<file path="src/verilog/dalc_pkg.sv">
// Package for the debug access layer control block: offsets, fields, resets, carriers
package dalc_pkg;

	// Register offsets on the access-layer register port
	localparam logic [3:0] OFF_LINK_CTRL_B  = 4'h3;
	localparam logic [3:0] OFF_KEY_STATUS   = 4'h7;
	localparam logic [3:0] OFF_RESET_REQ    = 4'h8;
	localparam logic [3:0] OFF_CLOCK_SELECT = 4'h9;
	localparam logic [3:0] OFF_SYS_CONTROL  = 4'ha;
	localparam logic [3:0] OFF_SYS_STATUS   = 4'hb;
	localparam logic [3:0] OFF_CRC_STATUS   = 4'hc;

	// Field positions
	localparam int BIT_NEG_ACK_DIS   = 4;
	localparam int BIT_CONTENTION    = 3;
	localparam int BIT_PORT_DISABLE  = 2;
	localparam int BIT_KEY_UROW      = 5;
	localparam int BIT_KEY_PROG      = 4;
	localparam int BIT_KEY_ERASE     = 3;
	localparam int BIT_UROW_DONE     = 1;
	localparam int BIT_CLK_REQ       = 0;
	localparam int BIT_ST_RESET      = 5;
	localparam int BIT_ST_SLEEP      = 4;
	localparam int BIT_ST_PROG       = 3;
	localparam int BIT_ST_UROW       = 2;
	localparam int BIT_ST_LOCKED     = 0;

	// Values
	localparam logic [7:0] RESET_SIGNATURE  = 8'h59;
	localparam logic [1:0] CLKSEL_RESERVED  = 2'h0;
	localparam logic [1:0] CLKSEL_16MHZ     = 2'h1;
	localparam logic [1:0] CLKSEL_8MHZ      = 2'h2;
	localparam logic [1:0] CLKSEL_4MHZ      = 2'h3;
	localparam logic [2:0] CRC_OFF          = 3'h0;
	localparam logic [2:0] CRC_BUSY         = 3'h1;
	localparam logic [2:0] CRC_GOOD         = 3'h2;
	localparam logic [2:0] CRC_FAIL         = 3'h4;
	localparam logic [2:0] LINK_CTRL_RESET  = 3'h0;
	localparam logic       CLK_REQ_RESET    = 1'b1;

	// Register access strobe from the port's instruction decoder
	typedef struct packed {
		logic       wr;
		logic       rd;
		logic [3:0] addr;
		logic [7:0] wdata;
	} dalc_acc_s;

	// Status coming from the system domain
	typedef struct packed {
		logic       sys_in_reset;
		logic       sys_sleeping;
		logic       prog_ready;
		logic       urow_ready;
		logic       locked;
		logic       key_prog;
		logic       key_erase;
		logic       key_urow;
		logic       prog_done;
		logic       erase_done;
		logic [2:0] crc_status;
	} dalc_sys_s;

endpackage : dalc_pkg

</file>
<file path="src/verilog/dalc_top.sv">
// Access-layer control and status registers of the single-wire debug port
// Summary of operation
// - Negative-acknowledge disable bit 4 suppresses the nack on reset during indirect load/store.
// - Contention detect disable bit 3 stops contention detection on the line.
// - Port disable bit 2 turns off the interface, drops clock request, resets keys.
// - Key status bit 5 shows the user-row write key is active.
// - Key status bits 4 and 3 show programming and erase keys, clear when done.
// - Writing 0x59 to the reset request register holds the system in reset.
// - Writing any other value releases the held system reset.
// - Reset request reads bit 0 as the held reset, other bits zero.
// - A system reset from the reset request register never resets the port.
// - Clock select: 1=16 MHz, 2=8 MHz, 3=4 MHz, 0 reserved; 4 MHz after reset/enable.
// - Writing user-row done bit 1 starts programming the user row into flash.
// - User-row done bit is writable only with the user-row key decoded.
// - System clock request bit 0 keeps the system clock running; zero drops it.
// - Clock request sets when the port is enabled, clears when disabled.
// - Status bit 5 sets while the system is in reset and clears when read.
// - Status bit 4 shows the system is in idle or deeper sleep.
// - Status bit 3 shows memory programming may start; programmer then resets system.
// - Status bit 2 shows user-row programming may start; programmer then sets done bit.
// - Status bit 0 shows the device is locked until full erase clears it.
// - Checksum status is one-hot: 0 off, 1 busy, 2 good, 4 failed.
// - Registers are reached only through the port's own register access, not the processor.
module dalc_top (
	// Clock and reset
	input  wire logic                clk_sys,
	input  wire logic                rst_b,
	// Register access from the port's instruction decoder
	input  wire dalc_pkg::dalc_acc_s acc,
	output logic [7:0]               rdata,
	// Port enable request from the physical layer
	input  wire logic                port_enable,
	input  wire logic                load_store_busy,
	// System domain status, asynchronous to this block
	input  wire dalc_pkg::dalc_sys_s sys_in,
	// Controls to physical layer and system
	output logic                     phy_enabled,
	output logic                     contention_detect_on,
	output logic                     send_neg_ack,
	output logic                     keys_clear,
	output logic [1:0]               port_clock_select_field,
	output logic                     system_clock_request,
	output logic                     system_reset_hold,
	output logic                     user_row_done
);

	// ------------------------------------------------------------
	// Synchronisers for system-domain status
	// ------------------------------------------------------------
	dalc_pkg::dalc_sys_s sys_meta;
	dalc_pkg::dalc_sys_s sys_s;

	always_ff @(posedge clk_sys or negedge rst_b) begin
		if (!rst_b) begin
			sys_meta <= '0;
			sys_s    <= '0;
		end else begin
			sys_meta <= sys_in;
			sys_s    <= sys_meta;
		end
	end

	// ------------------------------------------------------------
	// Access decode
	// ------------------------------------------------------------
	function automatic logic hit(input logic [3:0] a, input logic [3:0] off);
		hit = (a == off);
	endfunction : hit

	wire logic wr_link   = acc.wr && hit(acc.addr, dalc_pkg::OFF_LINK_CTRL_B);
	wire logic wr_reset_request_value = acc.wr && hit(acc.addr, dalc_pkg::OFF_RESET_REQ);
	wire logic wr_clksel = acc.wr && hit(acc.addr, dalc_pkg::OFF_CLOCK_SELECT);
	wire logic wr_sysctl = acc.wr && hit(acc.addr, dalc_pkg::OFF_SYS_CONTROL);
	wire logic rd_status = acc.rd && hit(acc.addr, dalc_pkg::OFF_SYS_STATUS);

	// ------------------------------------------------------------
	// Control state
	// ------------------------------------------------------------
	logic [2:0] link_ctrl;
	logic       rst_hold;
	logic [1:0] clk_sel;
	logic       clk_req;
	logic       in_reset_flag;
	logic       enabled_q;
	logic       port_off;

	// Port disable is a one-shot: it resets the port and clears itself
	wire logic disable_now = wr_link && acc.wdata[dalc_pkg::BIT_PORT_DISABLE];
	// A disabled port stays off until the enable input falls and rises again
	wire logic port_live   = port_enable && !port_off && !disable_now;
	wire logic enable_rise = port_live && !enabled_q;
	// Reserved clock code is refused so the port never runs on an undefined clock
	wire logic clksel_ok = acc.wdata[1:0] != dalc_pkg::CLKSEL_RESERVED;
	wire logic urow_key_ok = sys_s.key_urow;
	wire logic next_in_reset_flag = (sys_s.sys_in_reset || rst_hold) ? 1'b1 :
	                                rd_status ? 1'b0 : in_reset_flag;

	// Only rst_b resets this block; the held system reset never feeds back here
	always_ff @(posedge clk_sys or negedge rst_b) begin
		if (!rst_b) begin
			enabled_q <= 1'b0;
		end else begin
			enabled_q <= port_live;
		end
	end

	// Set wins over a dropped enable in the same cycle; the enable must fall to re-arm
	always_ff @(posedge clk_sys or negedge rst_b) begin
		if (!rst_b) begin
			port_off <= 1'b0;
		end else if (disable_now) begin
			port_off <= 1'b1;
		end else if (!port_enable) begin
			port_off <= 1'b0;
		end
	end

	always_ff @(posedge clk_sys or negedge rst_b) begin
		if (!rst_b) begin
			link_ctrl <= dalc_pkg::LINK_CTRL_RESET;
		end else if (disable_now) begin
			link_ctrl <= dalc_pkg::LINK_CTRL_RESET;
		end else if (wr_link) begin
			link_ctrl <= acc.wdata[4:2];
		end
	end

	always_ff @(posedge clk_sys or negedge rst_b) begin
		if (!rst_b) begin
			rst_hold <= 1'b0;
		end else if (wr_reset_request_value) begin
			rst_hold <= (acc.wdata == dalc_pkg::RESET_SIGNATURE);
		end
	end

	always_ff @(posedge clk_sys or negedge rst_b) begin
		if (!rst_b) begin
			clk_sel <= dalc_pkg::CLKSEL_4MHZ;
		end else if (disable_now || enable_rise) begin
			clk_sel <= dalc_pkg::CLKSEL_4MHZ;
		end else if (wr_clksel && clksel_ok) begin
			clk_sel <= acc.wdata[1:0];
		end
	end

	always_ff @(posedge clk_sys or negedge rst_b) begin
		if (!rst_b) begin
			clk_req <= 1'b0;
		end else if (!port_live) begin
			clk_req <= 1'b0;
		end else if (enable_rise) begin
			clk_req <= dalc_pkg::CLK_REQ_RESET;
		end else if (wr_sysctl) begin
			clk_req <= acc.wdata[dalc_pkg::BIT_CLK_REQ];
		end
	end

	always_ff @(posedge clk_sys or negedge rst_b) begin
		if (!rst_b) begin
			in_reset_flag <= 1'b0;
		end else begin
			in_reset_flag <= next_in_reset_flag;
		end
	end

	// ------------------------------------------------------------
	// Outputs
	// ------------------------------------------------------------
	logic [7:0] next_rdata;
	logic [7:0] key_rd;
	logic [7:0] st_rd;

	always_comb begin
		key_rd = 8'h00;
		key_rd[dalc_pkg::BIT_KEY_UROW]  = sys_s.key_urow;
		key_rd[dalc_pkg::BIT_KEY_PROG]  = sys_s.key_prog && !sys_s.prog_done;
		key_rd[dalc_pkg::BIT_KEY_ERASE] = sys_s.key_erase && !sys_s.erase_done;
		st_rd = 8'h00;
		st_rd[dalc_pkg::BIT_ST_RESET]  = in_reset_flag || sys_s.sys_in_reset || rst_hold;
		st_rd[dalc_pkg::BIT_ST_SLEEP]  = sys_s.sys_sleeping;
		st_rd[dalc_pkg::BIT_ST_PROG]   = sys_s.prog_ready;
		st_rd[dalc_pkg::BIT_ST_UROW]   = sys_s.urow_ready;
		st_rd[dalc_pkg::BIT_ST_LOCKED] = sys_s.locked;
		unique case (acc.addr)
			dalc_pkg::OFF_LINK_CTRL_B:  next_rdata = {3'h0, link_ctrl, 2'h0};
			dalc_pkg::OFF_KEY_STATUS:   next_rdata = key_rd;
			dalc_pkg::OFF_RESET_REQ:    next_rdata = {7'h00, rst_hold};
			dalc_pkg::OFF_CLOCK_SELECT: next_rdata = {6'h00, clk_sel};
			dalc_pkg::OFF_SYS_CONTROL:  next_rdata = {7'h00, clk_req};
			dalc_pkg::OFF_SYS_STATUS:   next_rdata = st_rd;
			dalc_pkg::OFF_CRC_STATUS:   next_rdata = {5'h00, sys_s.crc_status};
			default:                    next_rdata = 8'h00;
		endcase
	end

	// The registers have no processor-side port at all
	always_ff @(posedge clk_sys or negedge rst_b) begin
		if (!rst_b) begin
			rdata                   <= 8'h00;
			phy_enabled             <= 1'b0;
			contention_detect_on    <= 1'b1;
			send_neg_ack            <= 1'b0;
			keys_clear              <= 1'b1;
			port_clock_select_field <= dalc_pkg::CLKSEL_4MHZ;
			system_clock_request    <= 1'b0;
			system_reset_hold       <= 1'b0;
			user_row_done           <= 1'b0;
		end else begin
			rdata                   <= acc.rd ? next_rdata : 8'h00;
			phy_enabled             <= port_live;
			contention_detect_on    <= !link_ctrl[dalc_pkg::BIT_CONTENTION - 2];
			send_neg_ack            <= load_store_busy && sys_s.sys_in_reset
			                           && !link_ctrl[dalc_pkg::BIT_NEG_ACK_DIS - 2];
			keys_clear              <= !port_live;
			port_clock_select_field <= clk_sel;
			system_clock_request    <= clk_req;
			system_reset_hold       <= rst_hold;
			user_row_done           <= wr_sysctl && urow_key_ok
			                           && acc.wdata[dalc_pkg::BIT_UROW_DONE];
		end
	end

	// ------------------------------------------------------------
	// Checks
	// ------------------------------------------------------------
	a_reset_sig_hold: assert property (@(posedge clk_sys) disable iff (!rst_b)
		wr_reset_request_value && acc.wdata == dalc_pkg::RESET_SIGNATURE |=> ##1 system_reset_hold)
		else $error("reset signature did not hold system reset");

	a_reset_release: assert property (@(posedge clk_sys) disable iff (!rst_b)
		wr_reset_request_value && acc.wdata != dalc_pkg::RESET_SIGNATURE |=> ##1 !system_reset_hold)
		else $error("other value did not release system reset");

	a_clksel_default: assert property (@(posedge clk_sys) disable iff (!rst_b)
		enable_rise |=> ##1 port_clock_select_field == dalc_pkg::CLKSEL_4MHZ)
		else $error("clock select not 4 MHz after enable");

	a_disable_drops: assert property (@(posedge clk_sys) disable iff (!rst_b)
		disable_now |=> ##1 (!system_clock_request && !phy_enabled && keys_clear))
		else $error("port disable did not drop request and reset port");

	a_urow_locked: assert property (@(posedge clk_sys) disable iff (!rst_b)
		wr_sysctl && !urow_key_ok |=> !user_row_done)
		else $error("user-row done accepted without key");

	a_urow_start: assert property (@(posedge clk_sys) disable iff (!rst_b)
		wr_sysctl && urow_key_ok && acc.wdata[1] |=> user_row_done)
		else $error("user-row done write did not start programming");

	a_reset_request_value_read: assert property (@(posedge clk_sys) disable iff (!rst_b)
		acc.rd && acc.addr == dalc_pkg::OFF_RESET_REQ |=> rdata == {7'h00, $past(rst_hold)})
		else $error("reset request read value wrong");

	a_nack_masked: assert property (@(posedge clk_sys) disable iff (!rst_b)
		link_ctrl[2] |=> !send_neg_ack)
		else $error("nack sent while disabled");

	a_status_reset: assert property (@(posedge clk_sys) disable iff (!rst_b)
		rst_hold |=> in_reset_flag)
		else $error("reset status not set during held reset");

	a_system_clock_request_drop: assert property (@(posedge clk_sys) disable iff (!rst_b)
		!port_enable |=> ##1 !system_clock_request)
		else $error("clock request kept while port disabled");

	a_system_clock_request_enable: assert property (@(posedge clk_sys) disable iff (!rst_b)
		enable_rise |=> ##1 system_clock_request)
		else $error("clock request not set on enable");

	a_system_clock_request_zero: assert property (@(posedge clk_sys) disable iff (!rst_b)
		wr_sysctl && !enable_rise && !acc.wdata[dalc_pkg::BIT_CLK_REQ]
		|=> ##1 !system_clock_request)
		else $error("writing zero did not drop clock request");

	a_system_clock_request_one: assert property (@(posedge clk_sys) disable iff (!rst_b)
		wr_sysctl && port_live && acc.wdata[dalc_pkg::BIT_CLK_REQ]
		|=> ##1 system_clock_request)
		else $error("writing one did not raise clock request");

	a_contention_off: assert property (@(posedge clk_sys) disable iff (!rst_b)
		wr_link && !disable_now && acc.wdata[dalc_pkg::BIT_CONTENTION]
		|=> ##1 !contention_detect_on)
		else $error("contention detection still on after disable write");

	a_port_off_phy: assert property (@(posedge clk_sys) disable iff (!rst_b)
		port_off |=> !phy_enabled)
		else $error("interface enabled while port is off");

	a_clksel_reserved: assert property (@(posedge clk_sys) disable iff (!rst_b)
		wr_clksel && !clksel_ok && !enable_rise |=> $stable(clk_sel))
		else $error("reserved clock code changed the selection");

	a_clksel_write: assert property (@(posedge clk_sys) disable iff (!rst_b)
		wr_clksel && clksel_ok && !enable_rise |=> clk_sel == $past(acc.wdata[1:0]))
		else $error("clock select write not taken");

	a_status_clear: assert property (@(posedge clk_sys) disable iff (!rst_b)
		rd_status && !sys_s.sys_in_reset && !rst_hold |=> !in_reset_flag)
		else $error("reset status not cleared by read");

	a_status_sticky: assert property (@(posedge clk_sys) disable iff (!rst_b)
		sys_s.sys_in_reset |=> in_reset_flag)
		else $error("reset status not set during system reset");

	a_sleep_bit: assert property (@(posedge clk_sys) disable iff (!rst_b)
		acc.rd && acc.addr == dalc_pkg::OFF_SYS_STATUS
		|=> rdata[dalc_pkg::BIT_ST_SLEEP] == $past(sys_s.sys_sleeping))
		else $error("sleep status read wrong");

	a_locked_bit: assert property (@(posedge clk_sys) disable iff (!rst_b)
		acc.rd && acc.addr == dalc_pkg::OFF_SYS_STATUS
		|=> rdata[dalc_pkg::BIT_ST_LOCKED] == $past(sys_s.locked))
		else $error("lock status read wrong");

	a_crc_upper: assert property (@(posedge clk_sys) disable iff (!rst_b)
		acc.rd && acc.addr == dalc_pkg::OFF_CRC_STATUS |=> rdata[7:3] == 5'h00)
		else $error("checksum status upper bits not zero");

endmodule : dalc_top

</file>
<file path="config.mk">
export PLATFORM = sky130hd
export DESIGN_NAME = dalc_top
export DESIGN_NICKNAME = d
export VERILOG_FILES = /design/src/verilog/dalc_pkg.sv /design/src/verilog/dalc_top.sv
export SDC_FILE = /design/constraint.sdc
export NUM_CORES = 1
export LEC_CHECK = 0
export BUFFER_PORTS_ARGS = -buffer_cell sky130_fd_sc_hd__buf_2
export CAP_MARGIN = 20
export CORE_MARGIN = 1
export CORE_UTILIZATION = 40
export CTS_CLUSTER_DIAMETER = 200
export CTS_CLUSTER_SIZE = 20
export DETAILED_ROUTE_END_ITERATION = 6
export GPL_ROUTABILITY_DRIVEN = 0
export SYNTH_ARGS = -nofsm -noshare
export SYNTH_HDL_FRONTEND = slang
export SYNTH_SLANG_ARGS = --single-unit
export TNS_END_PERCENT = 50
</file>
<file path="constraint.sdc">
create_clock -name clk_sys -period 2.7 [get_ports clk_sys]
set_clock_uncertainty 0.2 [all_clocks]
set_input_delay 0.135 -clock clk_sys [delete_from_list [all_inputs] [get_ports clk_sys]]
set_output_delay 0.135 -clock clk_sys [all_outputs]
set_load 0.005 [all_outputs]
</file>
==> summary.md <==
| Metric | Value |
|---|---|
| Outcome | completed |
| Leading area contributor after synthesis | dfrtp_1 |
| Number of buffers created by CTS | 5 |
| Area contributors post-synth | dfrtp_1, dfstp_2, nand3_1, nand2_1, nand4_1 |
| GRT Residual Overflow | 0 |
| Number of vias per cell | 5.10 |
| Chip width | 69.2 um |
| Share of cells above drive strength 1 | about 32% |
| Crit path DAT | 2630 ps |
| Power Internal | ~1200 uW |
| Sw Pwr | 321 uW |
| Final min period | between 2000 and 3000 ps |
| N_diodes | 0 |
| Final Setup Violations | 0 |
| R2R Setup Slk | 1060 ps |
| Clock sink count | 50 |
| R2r endpoint | clk_sel[0]$_DFFE_PN1P_ |
| GR Util met2 | 25.8% |
| WS Path Type | in -> reg |
| Core ar. | ~0.0044 mm2 |
| Data required time of the worst path | ~2700 ps |
| Detailed Routing Iterations Pass 1 | 4 |
| Largest net degree at the start of global routing | 51 |
| Worst setup margin | ~110 ps |
| R2R depth | 4 |
| Post-Route Setup TNS | 0 ps |
| Largest family of logic cells by synthesized area | simple AND/OR/NAND/NOR gates |
| Adder-cell share of the synthesized area | 0% |
| Synth Flop Type | dfrtp_1 |
| Crit path capture type | flop |
| Most frequent cells after synthesis | dfrtp_1, nand2_1, dfstp_2, inv_1, nand3_1 |
| Async SR Flop Fraction | 100% |
| Slew HR | between 60 and 70% |
| Max Cap Viol | 0 |
| FMAX | between 300 and 400 MHz |
| Clock Tree Buf Depth | 2 |
| Initial antenna violation count | 0 |
| Synthesized area per cell | 13.7 um2 |
| Hold path cells | 3 |
| Initial core utilization | around 41% |
| Row count | 24 |
| Synth Area in Compound Gates | a little under 9% |
| Seq pwr share | 51.9% |
| Vias in the first global route | 1405 |
| Post-synthesis xor/xnor area fraction | 0% |
| DR vias | around 1.3k |
| Root Buffer | clkbuf_8 |
| Hold Vio Cnt, Final | 0 |
| Post-CTS Setup Inserts | 0 |
| Worst Setup Start Kind | input pin |
| Yosys warning total | 0 |
| Most common cell in the netlist | dfrtp_1 |
| Final WL | about 3.5 mm |
| Top-area cell type share of the netlist area | around 61% |
| CP Max Fanout | 3 |
| Clk pwr share | roughly two fifths |
| Worst-Margin Slew | roughly 600 ps |
| Synth Instances | between 100 and 150 |
| Power density over the cells | between 600 and 700 mW/mm2 |
| Comb power frac | under 10% |
| Simple-gate area share of the yosys netlist | roughly 15% |
| Final antenna-violating net count | 0 |
| Flops & latches, synth | 50 |
| GRT Total Usage | between 15 and 20% |
| Yosys cell types | 40 |
| Switching share of power | between 20% and 30% |
| First-pass GRT wire length | 6.07 mm |
| M3 GR Usage | 3.92% |
| Worst-path clk slew | approximately 90 ps |
| Tightest Hold Check Type | in -> reg |
| Skew-Pair Late Insertion Delay | approximately 300 ps |
| Final slew viol count | 0 |
| I/O pins | between 40 and 50 |
| Post-synth EDFFs | 0 |
| Fin Hold WS | roughly 38 ps |
| Met1 usage | approximately 20% |
| Post-synthesis mux area share | ~3% |
| RSZ-0062 raised after global routing | no |
| Sequential area share after synthesis | between 60% and 70% |
| Port-buffer cells | 45 |
| Number of DRC markers in iteration 0 | 54 |
| Leakage | between 0.001 and 0.0015 uW |
| Place WS | 1190 ps |
| Routed WL per cell | approximately 13 um |
| Die Y | 69.2 um |
| Die area | between 0.004 and 0.005 mm2 |
| Post-Syn Area | 0.00181 mm2 |
| Final Cycle Share | 96.0% |
| H-tree levels | 2 |
| DRC | 0 |
| Layer with the highest usage | met2 |
| Worst VDD drop | between 300 and 400 uV |
| CTS tree | built |
| Dpl hpwl | roughly 2.3 mm |
| Final net count | between 200 and 250 |
| Worst hold endpoint | rdata[2]$_DFF_PN0_ |
| R2R Path Start | port_off$_DFFE_PN0P_ |
| Syn-to-layout area delta | 39.4% |
| Min-Delay Startpoint | acc[11] |
[state kept, by name, summed over array words and instances, names as in the netlist]
register,count
clk_sel,2
keys_clear,1
system_clock_request,1
rdata,6
phy_enabled,1
urow_key_ok,1
st_rd,4
rst_hold,1
clk_req,1
port_clock_select_field,2
link_ctrl,3
user_row_done,1
contention_detect_on,1
system_reset_hold,1
sys_meta,13
in_reset_flag,1
sys_s,8
port_off,1
send_neg_ack,1
[cell type report]
type,count,area [um2]
sequential,50,1260
clock inverter,3,68.8
clock buffer,5,68.8
inverter,6,22.5
fill,348,1840
timing repair buffer,74,533
multi-input combinational,70,499
tap,52,65.1
[how the worst max path moves through the flow]
stage | from | end | slack, ps | depth (start not counted)
6_report | acc[1] | rst_hold$_DFFE_PN0P_ | 110 | 7
5_1_grt | acc[1] | rst_hold$_DFFE_PN0P_ | 10 | 7
4_1_cts | acc[1] | rst_hold$_DFFE_PN0P_ | 150 | 7
3_5_place_dp | acc[11] | link_ctrl[2]$_DFFE_PN0P_ | 1190 | 4
3_3_place_gp | acc[11] | link_ctrl[2]$_DFFE_PN0P_ | 1220 | 4
2_1_floorplan | acc[8] | link_ctrl[2]$_DFFE_PN0P_ | 1410 | 4
[per-stage QoR]
step	cell area, um2	instances	utilization, %	total power, uW
final	2520	260	57.8	1560
after global routing	2520	260	57.8	1620
after CTS	2470	259	56.8	1570
after detailed placement	2060	223	47.2	935
after global placement	2060	223	47.2	930
after floorplan	1810	133	-	873
[cell families after synthesis]
kind of cell	Yosys count
mux	5
other cells	1
simple gates	43
flops	50
compound gates	20
buf+inv	13
[worst max-delay path, cell delays in order]
cell and delay [ps]:
dlygate4sd3_1 540, buf_2 150, nor4b_2 260, nand4_1 160
dlygate4sd3_1 600, o41ai_2 210, dlygate4sd3_1 580
[routing by layer]
layer / vias up / wire length (um)
met4: 0 / 115
li1: 616 / -
met2: 54 / 1700
met1: 641 / 1480
met5: - / 0
met3: 14 / 211
[layout by cell type, fill, tap and decap left out, types with 5 or more instances in the layout]
master / netlist / final
buf_2: 4 / 45
clkbuf_8: 0 / 5
dfrtp_1: 44 / 44
dfstp_2: 6 / 6
dlygate4sd3_1: 0 / 28
inv_1: 6 / 6
nand2_1: 7 / 7
nand3_1: 6 / 6
[repair_timing]
item / in CTS / in global routing
resized for setup: 0 / 2
hold buffers: 28 / 0
setup endpoints to repair: 0 / 1
hold endpoints to repair: 71 / 0
[power by group through the flow]
stage	combinational [uW]	sequential, uW	clock (uW)
after floorplan	54.1	819	0
after global placement	108	822	0
after detailed placement	112	823	0
after CTS	140	809	621
after global routing	161	813	645
final	146	808	604
(Power assumes the default switching activity.)
